==> config.mk <==
export PLATFORM = sky130hd
export DESIGN_NAME = trip_boundaries
export DESIGN_NICKNAME = d
export VERILOG_FILES = /design/src/inc/trip_pkg.sv /design/src/core/trip_boundaries.sv /design/src/core/trip_compare.sv
export SDC_FILE = /design/constraint.sdc
export NUM_CORES = 1
export LEC_CHECK = 0
export BUFFER_PORTS_ARGS = -buffer_cell sky130_fd_sc_hd__buf_2
export CAP_MARGIN = 10
export CELL_PAD_IN_SITES_DETAIL_PLACEMENT = 1
export CELL_PAD_IN_SITES_GLOBAL_PLACEMENT = 1
export CORE_ASPECT_RATIO = 1.5
export CORE_MARGIN = 2
export CORE_UTILIZATION = 40
export CTS_CLUSTER_SIZE = 14
export DETAILED_ROUTE_END_ITERATION = 6
export GPL_TIMING_DRIVEN = 0
export PLACE_DENSITY_LB_ADDON = 0.08
export REMOVE_ABC_BUFFERS = 1
export SLEW_MARGIN = 10
export SYNTH_ARGS = -nofsm -noshare
export SYNTH_HDL_FRONTEND = slang
export SYNTH_SLANG_ARGS = --single-unit
==> constraint.sdc <==
create_clock -name clk_i -period 4.1 [get_ports clk_i]
set_input_delay 0.82 -clock clk_i [delete_from_list [all_inputs] [get_ports clk_i]]
set_output_delay 0.82 -clock clk_i [all_outputs]
set_load 0.005 [all_outputs]
==> src/inc/trip_pkg.sv <==
// constants, field layouts and carrier types of the trip boundary block
package trip_pkg;

    // register addresses on the internal register port
    localparam logic [7:0]  ADDR_CONFIG   = 8'h01;
    localparam logic [7:0]  ADDR_UPPER    = 8'h02;
    localparam logic [7:0]  ADDR_LOWER    = 8'h03;
    localparam logic [7:0]  ADDR_CRITICAL = 8'h04;

    // boundary register layout
    localparam int          BOUND_SIGN_POS = 12;
    localparam int          BOUND_MSB_POS  = 11;
    localparam int          BOUND_LSB_POS  = 2;
    localparam logic [15:0] BOUND_RW_MASK  = 16'h1ffc;
    localparam logic [15:0] BOUND_RESET    = 16'h0000;

    // configuration register layout
    localparam int          CFG_HYST_POS      = 9;
    localparam int          CFG_CRIT_LOCK_POS = 7;
    localparam int          CFG_WIN_LOCK_POS  = 6;
    localparam int          CFG_EVT_CLR_POS   = 5;
    localparam int          CFG_EVT_STS_POS   = 4;
    localparam int          CFG_OUT_EN_POS    = 3;
    localparam int          CFG_CRIT_ONLY_POS = 2;
    localparam int          CFG_INT_MODE_POS  = 0;

    // hysteresis in eighths of a degree: off, 1.5, 3, 6 degrees
    localparam logic [5:0]  HYST_OFF = 6'h00;
    localparam logic [5:0]  HYST_1P5 = 6'h0c;
    localparam logic [5:0]  HYST_3P0 = 6'h18;
    localparam logic [5:0]  HYST_6P0 = 6'h30;

    // configuration bits held by this block
    typedef struct packed {
        logic [1:0] hyst_sel;
        logic       crit_lock;
        logic       win_lock;
        logic       out_en;
        logic       crit_only;
        logic       int_mode;
    } cfg_t;

    localparam cfg_t CFG_RESET = '0;

    // trip flags, order matches temperature bits 15:13
    typedef struct packed {
        logic crit;
        logic high;
        logic low;
    } trip_flags_t;

    // whole state of the top module
    typedef struct packed {
        logic [15:0] upper;
        logic [15:0] lower;
        logic [15:0] critical;
        cfg_t        cfg;
        trip_flags_t flags;
        logic        int_latch;
        logic [15:0] rdata;
        logic        rvalid;
        logic        event_oe;
        logic        event_level;
    } trip_state_t;

    // keep only the writable threshold bits, reserved bits stay zero
    function automatic logic [15:0] bound_mask(input logic [15:0] value);
        bound_mask = value & BOUND_RW_MASK;
    endfunction : bound_mask

    // hysteresis selection to eighths of a degree
    function automatic logic [5:0] hyst_eighths(input logic [1:0] sel);
        case (sel)
            2'h0:    hyst_eighths = HYST_OFF;
            2'h1:    hyst_eighths = HYST_1P5;
            2'h2:    hyst_eighths = HYST_3P0;
            default: hyst_eighths = HYST_6P0;
        endcase
    endfunction : hyst_eighths

endpackage : trip_pkg

==> src/core/trip_boundaries.sv <==
// trip boundary registers, locks and alarm output of the sensor
`timescale 1ns/1ns
module trip_boundaries (
    input  wire logic        clk_i,
    input  wire logic        reset_n_i,
    input  wire logic [7:0]  reg_addr_i,
    input  wire logic        reg_wr_i,
    input  wire logic        reg_rd_i,
    input  wire logic [15:0] reg_wdata_i,
    input  wire logic [15:0] temp_i,
    input  wire logic        temp_valid_i,
    output logic [15:0]      reg_rdata_o,
    output logic             reg_rvalid_o,
    output logic [2:0]       trip_flags_o,
    output logic             event_o,
    output logic             event_oe_o
);
    trip_pkg::trip_state_t    state;
    trip_pkg::trip_state_t    next_state;
    trip_pkg::trip_flags_t    cmp_flags;
    logic [2:0][15:0]         cmp_bound;
    logic [2:0]               cmp_above;
    logic [2:0]               cmp_old;
    logic [2:0]               cmp_new;
    logic [5:0]               hyst;
    logic                     any_lock;
    logic                     wr_cfg;
    logic                     wr_upper;
    logic                     wr_lower;
    logic                     wr_crit;
    logic                     alarm;
    logic                     flag_edge;
    logic [15:0]              cfg_read;

    // comparator inputs: index 2 critical, 1 upper, 0 lower
    assign cmp_bound = {state.critical, state.upper, state.lower};
    assign cmp_above = 3'h6;
    assign cmp_old   = state.flags;
    assign hyst      = trip_pkg::hyst_eighths(state.cfg.hyst_sel);

    // one comparator per boundary, evaluated against temperature 12:1
    genvar gi;
    generate
        for (gi = 0; gi < 3; gi++)
        begin : g_cmp
            trip_compare u_cmp (
                .temp_i      (temp_i[12:1]),
                .bound_i     (cmp_bound[gi]),
                .hyst_i      (hyst),
                .above_i     (cmp_above[gi]),
                .flag_i      (cmp_old[gi]),
                .next_flag_o (cmp_new[gi])
            );
        end
    endgenerate

    assign cmp_flags = cmp_new;

    // write decode; locks keep the boundaries read-only
    assign any_lock = state.cfg.win_lock | state.cfg.crit_lock;
    assign wr_cfg   = reg_wr_i && (reg_addr_i == trip_pkg::ADDR_CONFIG);
    assign wr_upper = reg_wr_i && (reg_addr_i == trip_pkg::ADDR_UPPER)
                      && !state.cfg.win_lock;
    assign wr_lower = reg_wr_i && (reg_addr_i == trip_pkg::ADDR_LOWER)
                      && !state.cfg.win_lock;
    assign wr_crit  = reg_wr_i && (reg_addr_i == trip_pkg::ADDR_CRITICAL)
                      && !state.cfg.crit_lock;

    // readback of the configuration bits held here
    always_comb
    begin
        cfg_read = 16'h0000;
        cfg_read[trip_pkg::CFG_HYST_POS +: 2]     = state.cfg.hyst_sel;
        cfg_read[trip_pkg::CFG_CRIT_LOCK_POS]     = state.cfg.crit_lock;
        cfg_read[trip_pkg::CFG_WIN_LOCK_POS]      = state.cfg.win_lock;
        cfg_read[trip_pkg::CFG_EVT_STS_POS]       = state.event_oe;
        cfg_read[trip_pkg::CFG_OUT_EN_POS]        = state.cfg.out_en;
        cfg_read[trip_pkg::CFG_CRIT_ONLY_POS]     = state.cfg.crit_only;
        cfg_read[trip_pkg::CFG_INT_MODE_POS]      = state.cfg.int_mode;
    end

    // a conversion that sets crit or, outside critical-only mode, changes high or low
    always_comb
    begin
        flag_edge = 1'b0;
        if (temp_valid_i)
        begin
            if (state.cfg.crit_only)
                flag_edge = cmp_flags.crit & ~state.flags.crit;
            else
                flag_edge = (cmp_flags.high != state.flags.high)
                          | (cmp_flags.low != state.flags.low)
                          | (cmp_flags.crit & ~state.flags.crit);
        end
    end

    // next state
    always_comb
    begin
        next_state        = state;
        next_state.rvalid = 1'b0;

        // boundaries keep only sign and threshold bits
        if (wr_upper)
            next_state.upper = trip_pkg::bound_mask(reg_wdata_i);
        if (wr_lower)
            next_state.lower = trip_pkg::bound_mask(reg_wdata_i);
        if (wr_crit)
            next_state.critical =
                trip_pkg::bound_mask(reg_wdata_i);

        // configuration: locks only ever set; out_en and int_mode frozen by either lock, crit_only by win_lock, hyst_sel never
        if (wr_cfg)
        begin
            next_state.cfg.hyst_sel =
                reg_wdata_i[trip_pkg::CFG_HYST_POS +: 2];
            if (reg_wdata_i[trip_pkg::CFG_CRIT_LOCK_POS])
                next_state.cfg.crit_lock = 1'b1;
            if (reg_wdata_i[trip_pkg::CFG_WIN_LOCK_POS])
                next_state.cfg.win_lock = 1'b1;
            if (!any_lock)
            begin
                next_state.cfg.out_en =
                    reg_wdata_i[trip_pkg::CFG_OUT_EN_POS];
                next_state.cfg.int_mode =
                    reg_wdata_i[trip_pkg::CFG_INT_MODE_POS];
            end
            if (!state.cfg.win_lock)
                next_state.cfg.crit_only =
                    reg_wdata_i[trip_pkg::CFG_CRIT_ONLY_POS];
            // event clear only matters in interrupt mode
            if (reg_wdata_i[trip_pkg::CFG_EVT_CLR_POS]
                && state.cfg.int_mode)
                next_state.int_latch = 1'b0;
        end

        // flags move only on a completed conversion
        if (temp_valid_i)
            next_state.flags = cmp_flags;

        // a new event wins over a clear in the same cycle
        if (flag_edge && state.cfg.out_en && state.cfg.int_mode)
            next_state.int_latch = 1'b1;
        if (!state.cfg.int_mode)
            next_state.int_latch = 1'b0;

        // alarm from the flags as they will be after this cycle;
        // kept in this process so no loop runs through next_state
        if (state.cfg.int_mode)
            alarm = next_state.int_latch
                  | next_state.flags.crit;
        else if (state.cfg.crit_only)
            alarm = next_state.flags.crit;
        else
            alarm = next_state.flags.crit | next_state.flags.high
                  | next_state.flags.low;

        // open-drain pin, active low: driven only while enabled
        next_state.event_oe    = state.cfg.out_en & alarm;
        next_state.event_level = 1'b0;

        // reads answer one cycle later, reserved bits stay zero
        if (reg_rd_i)
        begin
            next_state.rvalid = 1'b1;
            case (reg_addr_i)
                trip_pkg::ADDR_CONFIG:   next_state.rdata = cfg_read;
                trip_pkg::ADDR_UPPER:    next_state.rdata = state.upper;
                trip_pkg::ADDR_LOWER:    next_state.rdata = state.lower;
                trip_pkg::ADDR_CRITICAL: next_state.rdata =
                                             state.critical;
                default:                 next_state.rdata = 16'h0000;
            endcase
        end
    end

    // state register; the lock bits fall only with this reset
    always_ff @(posedge clk_i)
    begin
        if (!reset_n_i)
        begin
            state.upper       <= trip_pkg::BOUND_RESET;
            state.lower       <= trip_pkg::BOUND_RESET;
            state.critical    <= trip_pkg::BOUND_RESET;
            state.cfg         <= trip_pkg::CFG_RESET;
            state.flags       <= '0;
            state.int_latch   <= 1'b0;
            state.rdata       <= 16'h0000;
            state.rvalid      <= 1'b0;
            state.event_oe    <= 1'b0;
            state.event_level <= 1'b0;
        end
        else
        begin
            state <= next_state;
        end
    end

    // outputs straight from the state register
    assign reg_rdata_o  = state.rdata;
    assign reg_rvalid_o = state.rvalid;
    assign trip_flags_o = state.flags;
    assign event_o      = state.event_level;
    assign event_oe_o   = state.event_oe;

endmodule : trip_boundaries

==> src/core/trip_compare.sv <==
// one boundary comparator with hysteresis
`timescale 1ns/1ns
module trip_compare (
    input  wire logic [11:0] temp_i,
    input  wire logic [15:0] bound_i,
    input  wire logic [5:0]  hyst_i,
    input  wire logic        above_i,
    input  wire logic        flag_i,
    output logic             next_flag_o
);
    logic signed [13:0] temp_s;
    logic signed [13:0] bound_s;
    logic signed [13:0] low_edge;

    // both sides in eighths of a degree, sign extended to avoid overflow
    assign temp_s   = {{2{temp_i[11]}}, temp_i};
    assign bound_s  = {{2{bound_i[trip_pkg::BOUND_SIGN_POS]}},
                       bound_i[trip_pkg::BOUND_SIGN_POS:trip_pkg::BOUND_LSB_POS],
                       1'b0};
    assign low_edge = bound_s - $signed({8'h00, hyst_i});

    // over-type trips on strictly above, releases at or below edge
    always_comb
    begin
        next_flag_o = flag_i;
        if (above_i)
        begin
            if (temp_s > bound_s)
                next_flag_o = 1'b1;
            else if (temp_s <= low_edge)
                next_flag_o = 1'b0;
        end
        else
        begin
            if (temp_s < low_edge)
                next_flag_o = 1'b1;
            else if (temp_s >= bound_s)
                next_flag_o = 1'b0;
        end
    end

endmodule : trip_compare

==> key figures, run 1 <==
Floorplan
  – Chip width: 96.69 um
  – Die Y: 143.0 um
  – Die area: 13830 sq um
  – # IOs: 67
  – Num rows: 50
  – Core Box Area: 12510 sq um
  – Initial Util: 41.20%

Global route
  – Largest net degree at the start of global routing: 60
  – Initial antenna violation count: 0
  – First-pass GRT wire length: 25.20 mm
  – Global route overflow: 0
  – GR Util All Layers: 23.42%
  – Vias in the first global route: 4799

Synth
  – Post-synth cell types: 61
  – Yosys Warn Count: 0
  – Sequential share of the synthesized area: 22.52%
  – Syn Std Cell Area: 5155 sq um
  – Synth Area per Inst: 8.693 sq um
  – EDFF count, synth: 0
  – Share of the synthesized area in the top cell type: 22.52%
  – Post-synth top area cell: dfxtp_1
  – Synth async-reset ratio: 0%
  – Count leader, synth: ha_1
  – Flops & latches, synth: 58
  – Top_reg_cell synth: dfxtp_1
  – Synth top area cells: dfxtp_1 (23%), ha_1 (19%), mux2i_1 (8.7%)
  – Post-Syn Instances: 593
  – Post-synth top cells: ha_1 (78), dfxtp_1 (58), inv_1 (55), mux2i_1 (45), nor2b_1 (45)

Finish
  – Filler cells: 1476
  – Util after Layout: 48.12%
  – Non-filler cells, final: 793
  – Final Cell Area: 6021 sq um
  – Fraction of layout cells with a size suffix above 1: 19.62%
  – Fin nets: 758
  – Ant. Diodes: 0
  – Area Overhead vs Synth: 16.80%

Worst setup path
  – Crit start category: flip-flop
  – R2r setup slk: 180 ps
  – Crit path capture type: flip-flop
  – Crit-path cells: inv_2 > ha_4 > buf_4 > fa_2 > maj3_2 > a2111oi_4 > nand3_1 > xnor2_1 > ha_1 > nand3_2 > and4b_2 > a31oi_4 > o21ai_2 > nor2b_2 > o31ai_4 > o221ai_2
  – Crit Path Category: reg2reg
  – Crit-path max FO: 5
  – Critical-path top delay cell: a2111oi_4
  – Worst path required time: 4290 ps
  – Crit-path max cell delay: 420 ps
  – Critical Path AT: 4110 ps

Clock tree
  – TritonCTS buffer count: 9
  – CTS clk-pin slew, worst paths: 50 ps
  – TritonCTS clock tree: done
  – Clk sinks: 58
  – Worst-Skew Late Latency: 330 ps
  – Max Buffers Root-to-Sink: 2
  – CTS hold repair buffers: 0
  – CTS root buf: clkbuf_16
  – H-tree Lvls: 3

Detailed routing
  – WL/cell: 20.30 um
  – Initial drt markers: 152
  – Final WL: 16.09 mm
  – DR vias/cell: 5.634
  – DRC: 0
  – DRT antenna net count: 0
  – DRT Pass-1 Iters: 4
  – Via count: 4468

Pwr
  – Worst vdd ir: 0.0002252 V
  – Lkg Pwr: 2.318 nW
  – PwrDens: 256.6 nW/um^2

Timing
  – Tmin final: 3924 ps
  – Max-slew violation count: 0
  – Slew margin rel.: 40.29%
  – Final WS setup: 176.0 ps
  – RSZ-0062 raised after global routing: false
  – Max Fclk: 254.8 MHz
  – Final setup viols: 0
  – Final worst path period share: 95.71%
  – Final hold violations: 0
  – Worst clock skew: 5.671 ps
  – Slew @ Worst Pin: 895.7 ps

Placed design
  – RD Place Congestion: 0.8360
  – # placed instances: 767
  – DP Area: 5394 sq um
  – Port bufs: 53
  – Pre-CTS WS: -874.0 ps
  – Hpwl dp: 12.66 mm

Job
  – Max Cap Viol: 0

Worst hold path
  – Hold Crit Class: reg2reg

Outcome
  – Status: finished, final reports clean
==> per-layer routing <==
metal  vias to the layer above  share of wire, %  wire [um]  global-route usage (%)
met5                         -                 0          0                       0
met4                         0               2.0        320                   6.968
met3                        18               2.9        466                   2.692
met2                        75                56       8966                   46.02
met1                      2200                39       6340                   26.16
li1                       2175                 -          -                       -
==> flip-flops by register name, indices dropped and copies added (netlist names) <==
register	cells
reg_rvalid_o	1
cfg_read	7
cmp_bound	33
trip_flags_o	3
event_oe_o	1
reg_rdata_o	12
state	1
==> area by class of cell <==
class                   count  area (sq um)  area share [%]
repair buffers             63         340.3           5.653
multi-input cells         445          3810           63.28
inverters                  55         209.0           3.470
well taps                 156         195.2           3.242
flip-flops and latches     58          1169           19.41
clock inverters             4         51.30          0.8520
clock buffers              12         246.5           4.094
==> power breakdown <==
part	leakage [nW]	switching, mW	internal, mW
Sequential	0.470	0.00587	0.566
Clock	0.143	0.277	0.487
Combinational	1.71	0.120	0.0892
==> what timing repair did <==
item / in CTS / in global routing
gates resized for setup: 28 / 34
pin swaps: 6 / 30
setup buffers: 3 / 7
endpoints found under the setup margin: 5 / 4
==> worst max-delay path: cells and delay by family (launching register included) <==
family	cells	cell delay, ps
buffers and inverters	2	200
flip-flops	1	380
AND/OR/NAND/NOR	4	660
adder cells (fa/ha/maj)	4	1280
XOR/XNOR	1	150
AO/OA/AOI/OAI	5	1130
==> path summary, 6_finish.rpt <==
check | start | end | depth (start not counted)
setup / recovery | cfg_read[9]$_SDFFE_PN0P_ | event_oe_o$_SDFF_PN0_ | 16
setup reg to reg | cfg_read[9]$_SDFFE_PN0P_ | event_oe_o$_SDFF_PN0_ | 16
hold reg to reg | reg_rdata_o[0]$_SDFFE_PN0P_ | reg_rdata_o[0]$_SDFFE_PN0P_ | 2
hold / removal | reg_rdata_o[0]$_SDFFE_PN0P_ | reg_rdata_o[0]$_SDFFE_PN0P_ | 2
==> logic make-up (layout without fill, tap and decap cells) <==
group                    after synthesis  in the layout  synth area share (%)
AO/OA/AOI/OAI                        106            106                 14.49
other                                  1              5               0.07275
AND/OR/NAND/NOR                      175            175                 19.76
flip-flops                            58             58                 22.52
adder cells (fa/ha/maj)               86             86                 21.07
buffers and inverters                 94            134                 8.592
XOR/XNOR                              28             28                 4.757
multiplexers                          45             45                 8.738
==> placed cells by master (no fill, tap or decap), types with 3 or more instances in the layout <==
| cell | netlist | routed |
|---|---|---|
| a21oi_1 | 21 | 21 |
| nand3b_1 | 4 | 4 |
| a21o_1 | 9 | 9 |
| nor3_1 | 7 | 6 |
| nand4b_1 | 3 | 3 |
| clkbuf_16 | 0 | 9 |
| and3_1 | 5 | 5 |
| conb_1 | 1 | 5 |
| a211oi_1 | 7 | 3 |
| inv_1 | 55 | 51 |
| buf_4 | 21 | 10 |
| and2_1 | 14 | 13 |
| buf_2 | 3 | 53 |
| nor2_1 | 28 | 25 |
| ha_4 | 0 | 4 |
| o21ai_0 | 11 | 6 |
| nor2b_1 | 45 | 43 |
| o22ai_1 | 11 | 11 |
| nor3b_1 | 3 | 3 |
| a31oi_1 | 8 | 7 |
| o21a_1 | 4 | 4 |
| o211a_1 | 4 | 4 |
| maj3_2 | 0 | 3 |
| xnor2_1 | 26 | 26 |
| mux2i_1 | 45 | 45 |
| nand4_1 | 8 | 8 |
| dfxtp_1 | 58 | 56 |
| nand3_1 | 12 | 11 |
| ha_1 | 78 | 74 |
| nor2_2 | 0 | 3 |
| nand2_1 | 24 | 24 |
| inv_2 | 0 | 3 |
| a2111oi_4 | 0 | 3 |
| a221oi_1 | 7 | 7 |
| a21boi_0 | 6 | 6 |
==> through the flow <==
stage | power [mW] | setup TNS [ps] | hold WS, ps
CTS | 1.560 | 0 | 491.8
detailed placement | 0.7809 | -2577 | 481.3
finish | 1.545 | 0 | 487.7
global route | 1.612 | 0 | 529.0
floorplan | 0.6872 | 0 | 469.9
global placement | 0.7701 | -2332 | 466.9
No activity file was read; power rests on OpenSTA's default activity.
==> run 2: changes to the inputs <==
--- a/config.mk
+++ b/config.mk
@@ -10,7 +10,7 @@
 export CELL_PAD_IN_SITES_DETAIL_PLACEMENT = 1
 export CELL_PAD_IN_SITES_GLOBAL_PLACEMENT = 1
 export CORE_ASPECT_RATIO = 1.5
-export CORE_MARGIN = 2
+export CORE_MARGIN = 1.5
 export CORE_UTILIZATION = 40
 export CTS_CLUSTER_SIZE = 14
 export DETAILED_ROUTE_END_ITERATION = 6
==> run 2 against run 1 <==
Die area shrank 1.7%. Critical path depth increased by 2. Largest cell class unchanged. Cell area decreased by 0.58%. Sequential share of layout area grew 0.11 points. Setup slack improved by 24 ps. Critical path type unchanged. Count of clock-buffer cells in the layout is the same. Core utilization decreased by 0.28 points. Sequential power is essentially flat. Clock power up 2.9%.
==> key figures, run 2 (synthesis gave the netlist of run 1 again) <==
Clock tree
  – Max Buffers Root-to-Sink: 2 (unchanged)
  – H-tree Lvls: 3 (unchanged)
  – CTS clk-pin slew, worst paths: 60 ps (about the same)
  – Worst-Skew Late Latency: 340 ps (about the same)
  – TritonCTS buffer count: 9 (unchanged)
  – CTS root buf: clkbuf_16
  – CTS hold repair buffers: 0 (unchanged)
  – TritonCTS clock tree: done
  – Clk sinks: 58 (unchanged)

Timing
  – RSZ-0062 raised after global routing: false
  – Final WS setup: 200.5 ps (+24.46 ps)
  – Max-slew violation count: 0 (unchanged)
  – Final hold violations: 0 (unchanged)
  – Final hold slack: 479.2 ps (-8.529 ps)
  – Tmin final: 3899 ps (-24.46 ps)
  – Final setup viols: 0 (unchanged)
  – Slew @ Worst Pin: 894.1 ps (-1.656 ps)
  – Final worst path period share: 95.11% (-0.60 points)
  – Setup TNS: 0 ps (unchanged)
  – Max Fclk: 256.4 MHz (+0.63%)
  – Worst clock skew: 8.115 ps (+2.444 ps)
  – Slew margin rel.: 40.40% (+0.11 points)

Placed design
  – DP Area: 5394 sq um (unchanged)
  – Port bufs: 53 (unchanged)
  – # placed instances: 767 (unchanged)
  – Hpwl dp: 12.52 mm (-1.1%)
  – RD Place Congestion: 0.7764 (-7.1%)
  – Pre-CTS WS: -908.1 ps (-34.07 ps)

Floorplan
  – Die area: 13590 sq um (-1.7%)
  – # IOs: 67 (unchanged)
  – Initial Util: 41.20% (unchanged)
  – Chip width: 95.69 um (-1.0%)
  – Die Y: 142.0 um (-0.70%)
  – Num rows: 50 (unchanged)
  – Core Box Area: 12510 sq um (unchanged)

Detailed routing
  – Initial drt markers: 110 (-28%)
  – DRC: 0 (unchanged)
  – WL/cell: 20.19 um (-0.54%)
  – Via count: 4506 (+0.85%)
  – DRT Pass-1 Iters: 4 (unchanged)
  – Final WL: 16.01 mm (-0.54%)
  – DR vias/cell: 5.682 (+0.85%)
  – DRT antenna net count: 0 (unchanged)

Finish
  – Most frequent cells in the layout: ha_1 (75), dfxtp_1 (56), inv_1 (53), buf_2 (53), mux2i_1 (45)
  – Most common cell after layout, fill and taps aside: ha_1
  – Max reg flops: 33 (unchanged)
  – Util after Layout: 47.84% (-0.28 points)
  – Fraction of layout cells with a size suffix above 1: 18.68% (-0.94 points)
  – Non-filler cells, final: 793 (unchanged)
  – Area Overhead vs Synth: 16.12%
  – Ant. Diodes: 0 (unchanged)
  – Fin nets: 758 (unchanged)
  – Final Cell Area: 5986 sq um (-0.58%)

Global route
  – Vias in the first global route: 4900 (+2.1%)
  – Global route overflow: 0 (unchanged)
  – Largest net degree at the start of global routing: 60 (unchanged)
  – GR Util All Layers: 24.78% (+1.4 points)
  – Initial antenna violation count: 0 (unchanged)
  – First-pass GRT wire length: 25.20 mm (unchanged)

Job
  – Max Cap Viol: 0 (unchanged)

Worst setup path
  – Crit-path max FO: 6 (+1)
  – Crit Path Category: reg2reg
  – Worst path required time: 4300 ps (about the same)
  – Crit path capture type: flip-flop
  – Critical Path AT: 4100 ps (about the same)
  – Crit start category: flip-flop

Worst hold path
  – Hold Crit Class: reg2reg

Outcome
  – Status: finished, final reports clean

Pwr
  – Worst vdd ir: 0.0002021 V (-10%)
  – PwrDens: 261.3 nW/um^2 (+1.8%)
  – Lkg Pwr: 2.321 nW (+0.11%)
  – Total chip power: 1.564 mW (+1.2%)
[run 2: critical path: stages (launching register included)]
cell	delay, ps
dfxtp_4	390
inv_2	50
ha_4	240
inv_1	80
fa_2	200
inv_1	40
maj3_2	300
and2_4	180
nor4_4	230
nand3_1	140
xnor2_1	160
ha_1	300
and4_4	270
a21o_1	140
o21ai_1	80
a211oi_2	280
o211ai_1	180
o31ai_4	340
o221ai_2	160
[run 2: layout make-up]
cell class / count / area, sq um
Clock buffer: 12 / 256.5
Clock inverter: 4 / 50.05
Fill cell: 1520 / 6526
Inverter: 55 / 206.4
Multi-Input combinational cell: 445 / 3769
Sequential cell: 58 / 1169
Tap cell: 156 / 195.2
Timing Repair Buffer: 63 / 340.3
[run 2: metal layers]
layer  vias up  track usage [%]  wire, um
met5         -                0         0
met4         0            8.437       408
met3        26            2.618       393
met2        74            47.81      8761
met1      2233            26.97      6444
li1       2173                -         -
[run 2: repair_timing]
action                     in CTS  in global routing
gates resized for setup        28                 23
setup endpoints to repair       5                  4
pin swaps                       8                 20
gates cloned                    0                  0
buffers inserted                5                  6
[run 2: final timing paths]
kind | from | end | slack [ps] | depth (start not counted)
max | cfg_read[9]$_SDFFE_PN0P_ | event_oe_o$_SDFF_PN0_ | 200 | 18
min | reg_rdata_o[0]$_SDFFE_PN0P_ | reg_rdata_o[0]$_SDFFE_PN0P_ | 480 | 2
min reg2reg | reg_rdata_o[0]$_SDFFE_PN0P_ | reg_rdata_o[0]$_SDFFE_PN0P_ | 480 | 2
max reg2reg | cfg_read[9]$_SDFFE_PN0P_ | event_oe_o$_SDFF_PN0_ | 200 | 18
[run 2: report_power, final]
group / internal [mW] / switching [mW]
combinational: 0.0874 / 0.119
clock: 0.503 / 0.283
sequential: 0.566 / 0.00601
